$ cat src/baseband_regs_defines.vh
`ifndef BASEBAND_REGS_DEFINES_VH
`define BASEBAND_REGS_DEFINES_VH
// ****************************************
// register offsets
// ****************************************
`define OFS_SEED_LONG 8'h48
`define OFS_SEED_SHORT 8'h4a
`define OFS_ED_THRESH 8'h4c
`define OFS_MF_GAIN 8'h4e
`define OFS_ANT_THRESH 8'h50
`define OFS_PRE_LEAD 8'h52
`define OFS_PRE_LAG 8'h54
`define OFS_HDR_LEAD 8'h56
`define OFS_HDR_LAG 8'h58
`define OFS_DATA_LEAD 8'h5a
`define OFS_DATA_LAG 8'h5c
`define OFS_RF_ATTEN 8'h5e
`define OFS_SQUELCH 8'h60
`define OFS_VIEW_SEL 8'h62
`define OFS_TEST_BUS 8'h64
`define OFS_SIG_QUAL 8'h66
`define OFS_RX_SIGNAL 8'h68
`define OFS_RX_SERVICE 8'h6a
`define OFS_RX_LEN_LO 8'h6c
`define OFS_RX_LEN_HI 8'h6e
// ****************************************
// field positions and values
// ****************************************
`define MOD_SEED_SEL_BIT 3
`define ED_MODE_BIT 7
`define ANT_MODE_BIT 7
`define SQ_CRIT_BIT 6
`define VIEW_SEL_BIT 7
`define REG_RESET 8'h00
`define PEAK_COUNT 4'h8
`define COEFF_MAX 6'h20
`endif

$ cat src/baseband_config_status_regs.v
// The plain strobed port was left to the implementer.
`timescale 1ns/100ps
`include "baseband_regs_defines.vh"

module baseband_config_status_regs
(
    input wire ref_clk_in,
    input wire rst_n_in,
    input wire [7:0] addr_in,
    input wire [7:0] wdata_in,
    input wire wr_in,
    input wire rd_in,
    output reg [7:0] rdata_out,
    input wire [7:0] modulation_config_reg_in,
    input wire [7:0] energy_in,
    input wire [7:0] noise_floor_first_antenna_in,
    input wire [7:0] noise_floor_second_antenna_in,
    input wire [7:0] rssi_raw_in,
    input wire first_squelch_measure_in,
    input wire [7:0] corr_peak_in,
    input wire corr_peak_valid_in,
    input wire channel_matched_filter_run_in,
    input wire [7:0] test_bus_in,
    input wire [7:0] snr_quality_in,
    input wire [6:0] gain_loop_error_in,
    input wire [7:0] rx_signal_in,
    input wire [7:0] rx_service_in,
    input wire [15:0] rx_length_in,
    output reg [7:0] scrambler_seed_out,
    output reg energy_detect_out,
    output reg carrier_detect_out,
    output reg antenna_search_out,
    output reg [7:0] rssi_out,
    output reg gain_double_out,
    output reg [5:0] preamble_lead_out,
    output reg [5:0] preamble_lag_out,
    output reg [5:0] header_lead_out,
    output reg [5:0] header_lag_out,
    output reg [5:0] data_lead_out,
    output reg [5:0] data_lag_out,
    output reg [5:0] squelch_scale_out
);

// ****************************************
// writable registers
// ****************************************
reg [7:0] scrambler_seed_long;
reg [7:0] scrambler_seed_short;
reg [7:0] energy_detect_threshold_reg;
reg [7:0] matched_filter_gain_threshold;
reg [7:0] antenna_search_threshold_reg;
reg [7:0] preamble_lead_coeff;
reg [7:0] preamble_lag_coeff;
reg [7:0] header_lead_coeff;
reg [7:0] header_lag_coeff;
reg [7:0] data_lead_coeff;
reg [7:0] data_lag_coeff;
reg [7:0] rf_attenuator_value;
reg [7:0] squelch_control;
reg [7:0] status_view_select;

// limit a coefficient field to its top code
function [5:0] clamp_coeff;
    input [7:0] value;
    begin
        if (value[5:0] > `COEFF_MAX)
            clamp_coeff = `COEFF_MAX;
        else
            clamp_coeff = value[5:0];
    end
endfunction

// saturating 8-bit add
function [7:0] sat_add;
    input [7:0] a;
    input [7:0] b;
    reg [8:0] s;
    begin
        s = {1'b0, a} + {1'b0, b};
        sat_add = s[8] ? 8'hff : s[7:0];
    end
endfunction

// ****************************************
// register writes
// ****************************************
// register write port, full byte stored
always @(posedge ref_clk_in)
begin
    if (!rst_n_in)
    begin
        scrambler_seed_long <= `REG_RESET;
        scrambler_seed_short <= `REG_RESET;
        energy_detect_threshold_reg <= `REG_RESET;
        matched_filter_gain_threshold <= `REG_RESET;
        antenna_search_threshold_reg <= `REG_RESET;
        preamble_lead_coeff <= `REG_RESET;
        preamble_lag_coeff <= `REG_RESET;
        header_lead_coeff <= `REG_RESET;
        header_lag_coeff <= `REG_RESET;
        data_lead_coeff <= `REG_RESET;
        data_lag_coeff <= `REG_RESET;
        rf_attenuator_value <= `REG_RESET;
        squelch_control <= `REG_RESET;
        status_view_select <= `REG_RESET;
    end
    else if (wr_in)
    begin
        case (addr_in)
            `OFS_SEED_LONG: scrambler_seed_long <= wdata_in;
            `OFS_SEED_SHORT: scrambler_seed_short <= wdata_in;
            `OFS_ED_THRESH: energy_detect_threshold_reg <= wdata_in;
            `OFS_MF_GAIN: matched_filter_gain_threshold <= wdata_in;
            `OFS_ANT_THRESH: antenna_search_threshold_reg <= wdata_in;
            `OFS_PRE_LEAD: preamble_lead_coeff <= wdata_in;
            `OFS_PRE_LAG: preamble_lag_coeff <= wdata_in;
            `OFS_HDR_LEAD: header_lead_coeff <= wdata_in;
            `OFS_HDR_LAG: header_lag_coeff <= wdata_in;
            `OFS_DATA_LEAD: data_lead_coeff <= wdata_in;
            `OFS_DATA_LAG: data_lag_coeff <= wdata_in;
            `OFS_RF_ATTEN: rf_attenuator_value <= wdata_in;
            `OFS_SQUELCH: squelch_control <= wdata_in;
            `OFS_VIEW_SEL: status_view_select <= wdata_in;
            default: ;
        endcase
    end
end

// ****************************************
// synchronised status inputs
// ****************************************
reg [7:0] energy_s1, energy_s2;
reg [7:0] nfa_s1, nfa_s2;
reg [7:0] nfb_s1, nfb_s2;
reg [7:0] rssi_s1, rssi_s2;
reg sq_s1, sq_s2;
reg [7:0] peak_s1, peak_s2;
reg pv_s1, pv_s2;
reg run_s1, run_s2;
reg [7:0] tb_s1, tb_s2;
reg [7:0] snr_s1, snr_s2;
reg [6:0] err_s1, err_s2;
reg [7:0] sig_s1, sig_s2;
reg [7:0] svc_s1, svc_s2;
reg [15:0] len_s1, len_s2;
reg [7:0] mod_s1, mod_s2;

// two-stage synchronisers on all status inputs
always @(posedge ref_clk_in)
begin
    if (!rst_n_in)
    begin
        {energy_s1, energy_s2, nfa_s1, nfa_s2, nfb_s1, nfb_s2} <= 48'h0;
        {rssi_s1, rssi_s2, sq_s1, sq_s2, peak_s1, peak_s2} <= 34'h0;
        {pv_s1, pv_s2, run_s1, run_s2, tb_s1, tb_s2} <= 20'h0;
        {snr_s1, snr_s2, err_s1, err_s2, sig_s1, sig_s2} <= 46'h0;
        {svc_s1, svc_s2, len_s1, len_s2, mod_s1, mod_s2} <= 64'h0;
    end
    else
    begin
        energy_s1 <= energy_in;
        energy_s2 <= energy_s1;
        nfa_s1 <= noise_floor_first_antenna_in;
        nfa_s2 <= nfa_s1;
        nfb_s1 <= noise_floor_second_antenna_in;
        nfb_s2 <= nfb_s1;
        rssi_s1 <= rssi_raw_in;
        rssi_s2 <= rssi_s1;
        sq_s1 <= first_squelch_measure_in;
        sq_s2 <= sq_s1;
        peak_s1 <= corr_peak_in;
        peak_s2 <= peak_s1;
        pv_s1 <= corr_peak_valid_in;
        pv_s2 <= pv_s1;
        run_s1 <= channel_matched_filter_run_in;
        run_s2 <= run_s1;
        tb_s1 <= test_bus_in;
        tb_s2 <= tb_s1;
        snr_s1 <= snr_quality_in;
        snr_s2 <= snr_s1;
        err_s1 <= gain_loop_error_in;
        err_s2 <= err_s1;
        sig_s1 <= rx_signal_in;
        sig_s2 <= sig_s1;
        svc_s1 <= rx_service_in;
        svc_s2 <= svc_s1;
        len_s1 <= rx_length_in;
        len_s2 <= len_s1;
        mod_s1 <= modulation_config_reg_in;
        mod_s2 <= mod_s1;
    end
end

// ****************************************
// detection logic
// ****************************************
// usable range is 7 bits
wire [7:0] energy_detect_threshold = {1'b0, energy_detect_threshold_reg[6:0]};
wire energy_detect_mode_sel = energy_detect_threshold_reg[`ED_MODE_BIT];
wire [6:0] antenna_search_threshold = antenna_search_threshold_reg[6:0];
wire [5:0] rf_attenuator_pad = rf_attenuator_value[5:0];
reg [7:0] ed_level;
reg [7:0] ant_level;
reg [7:0] next_rssi;
reg next_ed;

// threshold and signal strength arithmetic
always @*
begin
    ed_level = energy_detect_mode_sel ? energy_detect_threshold :
        sat_add(nfa_s2, energy_detect_threshold);
    ant_level = antenna_search_threshold_reg[`ANT_MODE_BIT] ?
        {1'b0, antenna_search_threshold} : sat_add(nfa_s2, {1'b0, antenna_search_threshold});
    next_rssi = sat_add(rssi_s2, {2'b00, rf_attenuator_pad});
    next_ed = energy_s2 > ed_level;
end

// ****************************************
// gain doubling
// ****************************************
reg [3:0] peak_cnt;
reg [10:0] peak_sum;

// accumulate peaks while matched filter runs
always @(posedge ref_clk_in)
begin
    if (!rst_n_in)
    begin
        peak_cnt <= 4'h0;
        peak_sum <= 11'h000;
        gain_double_out <= 1'b0;
    end
    else if (!run_s2)
    begin
        peak_cnt <= 4'h0;
        peak_sum <= 11'h000;
        gain_double_out <= 1'b0;
    end
    else if (pv_s2 && peak_cnt != `PEAK_COUNT)
    begin
        peak_sum <= peak_sum + {3'b000, peak_s2};
        peak_cnt <= peak_cnt + 4'h1;
    end
    else if (peak_cnt == `PEAK_COUNT)
    begin
        // sum of 8 peaks versus threshold
        gain_double_out <= (matched_filter_gain_threshold != 8'h00) &&
            (peak_sum < {3'b000, matched_filter_gain_threshold});
    end
end

// ****************************************
// registered control outputs
// ****************************************
// drive outputs from flops
always @(posedge ref_clk_in)
begin
    if (!rst_n_in)
    begin
        scrambler_seed_out <= 8'h00;
        energy_detect_out <= 1'b0;
        carrier_detect_out <= 1'b0;
        antenna_search_out <= 1'b0;
        rssi_out <= 8'h00;
        preamble_lead_out <= 6'h00;
        preamble_lag_out <= 6'h00;
        header_lead_out <= 6'h00;
        header_lag_out <= 6'h00;
        data_lead_out <= 6'h00;
        data_lag_out <= 6'h00;
        squelch_scale_out <= 6'h00;
    end
    else
    begin
        scrambler_seed_out <= {1'b0, (mod_s2[`MOD_SEED_SEL_BIT] ?
            scrambler_seed_short[6:0] : scrambler_seed_long[6:0])};
        energy_detect_out <= next_ed;
        // squelch alone or with energy detect
        carrier_detect_out <= squelch_control[`SQ_CRIT_BIT] ? (next_ed & sq_s2) : sq_s2;
        antenna_search_out <= next_rssi < ant_level;
        rssi_out <= next_rssi;
        preamble_lead_out <= clamp_coeff(preamble_lead_coeff);
        preamble_lag_out <= clamp_coeff(preamble_lag_coeff);
        header_lead_out <= clamp_coeff(header_lead_coeff);
        header_lag_out <= clamp_coeff(header_lag_coeff);
        data_lead_out <= clamp_coeff(data_lead_coeff);
        data_lag_out <= clamp_coeff(data_lag_coeff);
        // 3.3 fixed point scale passed on
        squelch_scale_out <= squelch_control[5:0];
    end
end

// ****************************************
// read port
// ****************************************
wire view_a = status_view_select[`VIEW_SEL_BIT];
reg [7:0] next_rdata;

// read mux, views per status register except the test bus
always @*
begin
    next_rdata = 8'h00;
    case (addr_in)
        `OFS_SEED_LONG: next_rdata = scrambler_seed_long;
        `OFS_SEED_SHORT: next_rdata = scrambler_seed_short;
        `OFS_ED_THRESH: next_rdata = energy_detect_threshold_reg;
        `OFS_MF_GAIN: next_rdata = matched_filter_gain_threshold;
        `OFS_ANT_THRESH: next_rdata = antenna_search_threshold_reg;
        `OFS_PRE_LEAD: next_rdata = preamble_lead_coeff;
        `OFS_PRE_LAG: next_rdata = preamble_lag_coeff;
        `OFS_HDR_LEAD: next_rdata = header_lead_coeff;
        `OFS_HDR_LAG: next_rdata = header_lag_coeff;
        `OFS_DATA_LEAD: next_rdata = data_lead_coeff;
        `OFS_DATA_LAG: next_rdata = data_lag_coeff;
        `OFS_RF_ATTEN: next_rdata = rf_attenuator_value;
        `OFS_SQUELCH: next_rdata = squelch_control;
        `OFS_VIEW_SEL: next_rdata = status_view_select;
        `OFS_TEST_BUS: next_rdata = tb_s2;
        `OFS_SIG_QUAL: next_rdata = view_a ? nfa_s2 : snr_s2;
        `OFS_RX_SIGNAL: next_rdata = view_a ? nfb_s2 : sig_s2;
        `OFS_RX_SERVICE: next_rdata = view_a ? {1'b0, err_s2} : svc_s2;
        `OFS_RX_LEN_LO: next_rdata = view_a ? 8'h00 : len_s2[7:0];
        `OFS_RX_LEN_HI: next_rdata = view_a ? 8'h00 : len_s2[15:8];
        default: next_rdata = 8'h00;
    endcase
end

// read data one cycle after strobe, zero otherwise
always @(posedge ref_clk_in)
begin
    if (!rst_n_in)
        rdata_out <= 8'h00;
    else if (rd_in)
        rdata_out <= next_rdata;
    else
        rdata_out <= 8'h00;
end

endmodule // baseband_config_status_regs

$ cat config.mk
export PLATFORM = sky130hd
export DESIGN_NAME = baseband_config_status_regs
export DESIGN_NICKNAME = d
export VERILOG_FILES = /design/src/baseband_config_status_regs.v
export VERILOG_INCLUDE_DIRS = /design/src /design/src/src
export SDC_FILE = /design/constraint.sdc
export NUM_CORES = 1
export LEC_CHECK = 0
export ABC_CLOCK_PERIOD_IN_PS = 4300
export BUFFER_PORTS_ARGS = -buffer_cell sky130_fd_sc_hd__buf_2
export CAP_MARGIN = 20
export CELL_PAD_IN_SITES_DETAIL_PLACEMENT = 1
export CELL_PAD_IN_SITES_GLOBAL_PLACEMENT = 1
export CORE_ASPECT_RATIO = 1.75
export CORE_MARGIN = 2
export CORE_UTILIZATION = 25
export CTS_CLUSTER_SIZE = 24
export DETAILED_ROUTE_END_ITERATION = 10
export GPL_TIMING_DRIVEN = 0
export MAX_ROUTING_LAYER = met4
export PLACE_DENSITY = 0.6
export SYNTH_ARGS = -nofsm -noshare
export SYNTH_HDL_FRONTEND = slang
export SYNTH_SLANG_ARGS = --single-unit
$ cat constraint.sdc
create_clock -name ref_clk_in -period 4.3 [get_ports ref_clk_in]
set_clock_uncertainty 0.1 [all_clocks]
set_input_delay 0.215 -clock ref_clk_in [delete_from_list [all_inputs] [get_ports ref_clk_in]]
set_output_delay 0.215 -clock ref_clk_in [all_outputs]
set_load 0.02 [all_outputs]
== Word-level counts from Yosys, hierarchy flattened ==
Cells that the tools add are included.
Word-level totals
  flip-flop bits (word level): 401
  input bits: 126
  output and inout bits: 70
  logic and storage cells: 151
Cells by class
  add/subtract/negate cells: 5
  $lt $le $gt $ge: 9
  equality and inequality tests: 22
  multiplexer cells: 19
  bitwise operators: 3
  reduce and logical (&&, ||, !) cells: 26
Operators by type and width (number)
  $eq A8 B7 Y1 const B: 20
  $pmux W8 S20: 1
  $mux W8: 10
  $gt A6 B6 Y1 const B: 6
  $mux W6: 6
  $reduce_and A2 Y1: 17
  $add A8 B7 Y9: 2
  $reduce_or A2 Y1: 6
  $add A11 B8 Y11: 1
  $lt A11 B8 Y1: 1
  $add A8 B6 Y9: 1
  $gt A8 B8 Y1: 1
  $lt A8 B8 Y1: 1
  $reduce_bool A8 Y1: 1
  $mux W7: 1
  $add A4 B1 Y4 const B: 1
  $eq A4 B4 Y1 const B: 1
  $ne A4 B4 Y1 const B: 1
  $logic_and A1 B1 Y1: 2
  $not A1 Y1: 2
  $and A1 B1 Y1: 1
  $mux W1: 1

== Logic depth before layout (Yosys ltp) ==
  depth after elaboration: 6
  gate-level depth with buffers: 13
  gate-level depth less buffers: 13

== Worst setup path before layout ==
No wires, ideal clock.
  path type: reg2reg
  start: reg energy_detect_threshold_reg[0]
  end: reg carrier_detect_out
  setup time: 0.130 ns
  data arrival time: 2.725 ns
  data required time: 4.070 ns
  path slack: 1.345 ns
  stages on the path, launching flop included: 14
  buffers on the path: 0
  clock period less this slack: 2.955 ns
  cell sequence: dfxtp_1 ha_1 fa_1 a21o_1 a21oi_1 o21a_1 o21ai_1 o22ai_1 ha_1 nor2b_1 o21a_1 o21a_1 o21ai_0 a211oi_1
On the way
  cells in the longest elaborated chain, start to end: 6
Ends and longest elaborated chain
  from (decl): RTL line baseband_config_status_regs.v:49  | reg [7:0] energy_detect_threshold_reg;
  from (signal assigned): RTL line baseband_config_status_regs.v:94  | energy_detect_threshold_reg <= `REG_RESET;
  from (signal assigned): RTL line baseband_config_status_regs.v:112  | `OFS_ED_THRESH: energy_detect_threshold_reg <= wdata_in;
  $add A8 B7 Y9: RTL line baseband_config_status_regs.v:79  | s = {1'b0, a} + {1'b0, b};
  $mux W8: RTL line baseband_config_status_regs.v:80  | sat_add = s[8] ? 8'hff : s[7:0];
  $mux W8 *: RTL line baseband_config_status_regs.v:210  | ed_level = energy_detect_mode_sel ? energy_detect_threshold :
  $gt A8 B8 Y1 *: RTL line baseband_config_status_regs.v:215  | next_ed = energy_s2 > ed_level;
  $and A1 B1 Y1 *: RTL line baseband_config_status_regs.v:279  | carrier_detect_out <= squelch_control[`SQ_CRIT_BIT] ? (next_ed & sq_s2) : sq_s2;
  $mux W1 *: RTL line baseband_config_status_regs.v:279
  to (signal assigned): RTL line baseband_config_status_regs.v:279
  to (decl): RTL line baseband_config_status_regs.v:31  | output reg carrier_detect_out,
Every way passes the cells marked *; elsewhere a longest branch is shown, timed or not.
A chain may end at the register's enable or synchronous reset.

== Worst setup path after layout ==
Ends and elaborated chain as after synthesis.

==> run metrics <==
run status completed; vias in the first global route 13900; CTS Root Buffer Type clkbuf_16; Crit path required time 4.62 ns; post-synthesis mux area share 0.0592; HP Class primary input to flop; height of the die 335 um; Detailed Routing Iterations Pass 1 6; number of CTS-inserted buffers 40; largest family of logic cells by synthesized area simple AND/OR/NAND/NOR gates; Initial Utilization 0.252; TritonCTS clock tree done; initial DRC count 581; max cap viols 0; critical register-to-register path startpoint energy_detect_threshold_reg[0]$_SDFFE_PN0P_; Post-synth EDFFs 0; final-report setup violation count 0; Yosys top cell area share 0.503; final worst-path cycle share 0.845; DR vias 12800; Synth Warn # 0; hold path endpoint rdata_out[2]$_SDFF_PN0_; share of cells above drive strength 1 0.161; net switching power 1890 uW; Seq/Total Area, Yosys 0.503; post-CTS setup buffer count 0; Crit Path Category flop to flop; CP startpoint kind flop; # resized after CTS 0; Leakage Power 0.00829 uW; Max FO, Critical Path 7; Post-CTS Hold Buffers 107; most common cell after layout, fill and taps aside dfxtp_1; I/O Buffers 184; row cnt 121; Final Hold Vio Count 0; gpl congestion 0.880; Slew Limit Fails 0; Final TNS setup 0 ns; fin worst setup slack 0.665 ns; Vias/cell 4.68; HPWL after DPL 44400 um; dominant synthesized flop cell dfxtp_1; Post-Synthesis Cell Area 15700 um^2; first-pass GRT wire length 85900 um; Worst Tran Pin Value 0.870 ns; total grt overflow 0; worst hold path depth 5; Die Wd 193 um; number of distinct library cells after synthesis 71; area leader, netlist dfxtp_1; IO Pins 196; RSZ-0062 raised after global routing no; post-detailed-route count of antenna-violating nets 0; Worst setup EP type flop; flops & latches, synth 394; antenna violations before repair 3; syn_area_per_cell 9.95 um^2; fmax 275 MHz; ranking of synthesized cells by area dfxtp_1 50%, and2_1 10%, mux2i_1 4.4%; ys async rst share 0; combinational fraction of design power 0.064; CTS sink count 394; commonest cells after routing, fill and taps aside 394 x dfxtp_1, 252 x and2_1, 207 x buf_2, 111 x nand2_1, 107 x dlygate4sd3_1; worst reg-to-reg path cell count 13; crit path time final 3.64 ns; Rel. slew slack 0.420; Clock Pin Slew Worst Setup and Hold Paths 0.07 ns; syn nets 1757; Setup WS pre-CTS 0.678 ns; Synth Area in XOR/XNOR 0.00783; Synth Area in Adders 0.0466; area delta synth->final 27.6%; drt drc 0; hold_sp addr_in[4]; sequential share of power 0.478; Mapped Cells 1575; largest registers len_s1: 16 flops, len_s2: 16 flops, peak_sum: 11 flops; Switching Fraction 0.239; area share of and/or/nand/nor cells after synthesis 0.221; Max Root-Sink Buffers 3; clock latency on the worst-skew pair 0.57 ns; die area 64800 um^2; crit path DAT 3.95 ns; routed wire length 57500 um; P_int 6000 uW; H-Tree Depth 2; worst reg2reg setup slack 0.66 ns; largest net degree at the start of global routing 17; worst hold slack 0.241 ns; power share of the clock group 0.457; gr usage total 0.180; RR Endpoint carrier_detect_out$_SDFF_PN0_; DR WL/cell 21.0 um; Max rail drop VDD 0.322 mV; P per Cell Area 395 nW/um^2; Core ar. 62100 um^2; Synth Area in Compound Gates 0.130; final net count 2090
==> worst max-delay path, stage by stage (launching register included) <==
cell	delay, ns
dfxtp_1	0.39
ha_1	0.26
fa_1	0.41
a21o_1	0.20
a21oi_1	0.23
o21a_1	0.24
o21ai_1	0.23
o22ai_1	0.25
ha_1	0.28
nor2b_1	0.13
o21a_1	0.16
o21a_1	0.16
o21ai_0	0.27
a211oi_1	0.17
==> kinds of logic (layout without fill, tap and decap cells) <==
logic type                 count (synthesis)  after routing
and+or+nand+nor                          611            611
DFF                                      394            394
AOI/OAI and AO/OA                        291            291
buffers and inverters                    119            484
muxes                                     89             89
adders and majority gates                 56             56
xor gates and xnor gates                  14             14
other                                      1              2
==> worst max-delay path by stage <==
stage,from,cells past startpoint,slack [ns],to
finish,energy_detect_threshold_reg[0]$_SDFFE_PN0P_,13,0.66,carrier_detect_out$_SDFF_PN0_
global route,energy_detect_threshold_reg[0]$_SDFFE_PN0P_,13,0.47,carrier_detect_out$_SDFF_PN0_
CTS,energy_detect_threshold_reg[0]$_SDFFE_PN0P_,13,0.67,carrier_detect_out$_SDFF_PN0_
detailed placement,energy_detect_threshold_reg[0]$_SDFFE_PN0P_,13,0.68,carrier_detect_out$_SDFF_PN0_
global placement,energy_detect_threshold_reg[0]$_SDFFE_PN0P_,13,0.76,carrier_detect_out$_SDFF_PN0_
floorplan,energy_detect_threshold_reg[0]$_SDFFE_PN0P_,13,1.35,carrier_detect_out$_SDFF_PN0_
==> routing by layer <==
layer  part of all wire  vias to the layer above  track usage
met5                  0                        -            -
met4              0.045                        0       0.0799
met3              0.034                      117       0.0196
met2               0.52                      341        0.330
met1               0.40                     6248        0.194
li1                   -                     6122            -
==> area by class of cell <==
class	count	area [um^2]
Fill cell	7160	42100
Sequential cell	394	7890
Tap cell	799	1000
Multi-Input combinational cell	1062	7290
Timing Repair Buffer	291	1990
Inverter	21	78.8
Buffer	98	412
Clock inverter	24	235
Clock buffer	50	1100
Antenna cell	1	2.50
==> through the flow <==
step                      cell area (um^2)  total power [uW]   util  cells
after global placement               17600              4280  0.283   2558
final                                20000              7890  0.322   2740
after floorplan                      15700              4080      -   1575
after global routing                 20000              8170  0.322   2740
after detailed placement             17600              4290  0.283   2558
after CTS                            20000              8010  0.322   2739
==> synthesized netlist by cell type, types with 4 or more instances <==
cell      instances
o31ai_1           4
nand4_1           7
ha_1             52
mux2i_1          69
o21a_1            8
nor2_1           24
buf_4             4
or3_1             8
nand2_1         111
or4_1             4
a22oi_1          53
nor4_1            5
o21ai_0          36
nand3b_1          4
nand2b_1          7
o22ai_1          13
a211oi_1          9
and3_1            4
nor3_1            9
and2_1          252
or2_2             5
dfxtp_1         394
a21oi_1          35
nand3_1          80
o211ai_1          6
xnor2_1           8
inv_1            21
xor2_1            6
a21o_1           12
a21boi_0         66
fa_1              4
a31oi_1          10
clkbuf_1         71
nor2b_1          71
buf_2            23
mux2_2           19
==> power groups by stage <==
stage               registers [uW]  clock network, uW  logic [uW]
global route                  3780               3830         556
global placement              3860                  0         425
detailed placement            3860                  0         435
CTS                           3780               3720         513
floorplan                     3850                  0         233
finish                        3770               3610         508
Power figures use the tool's default switching activity.
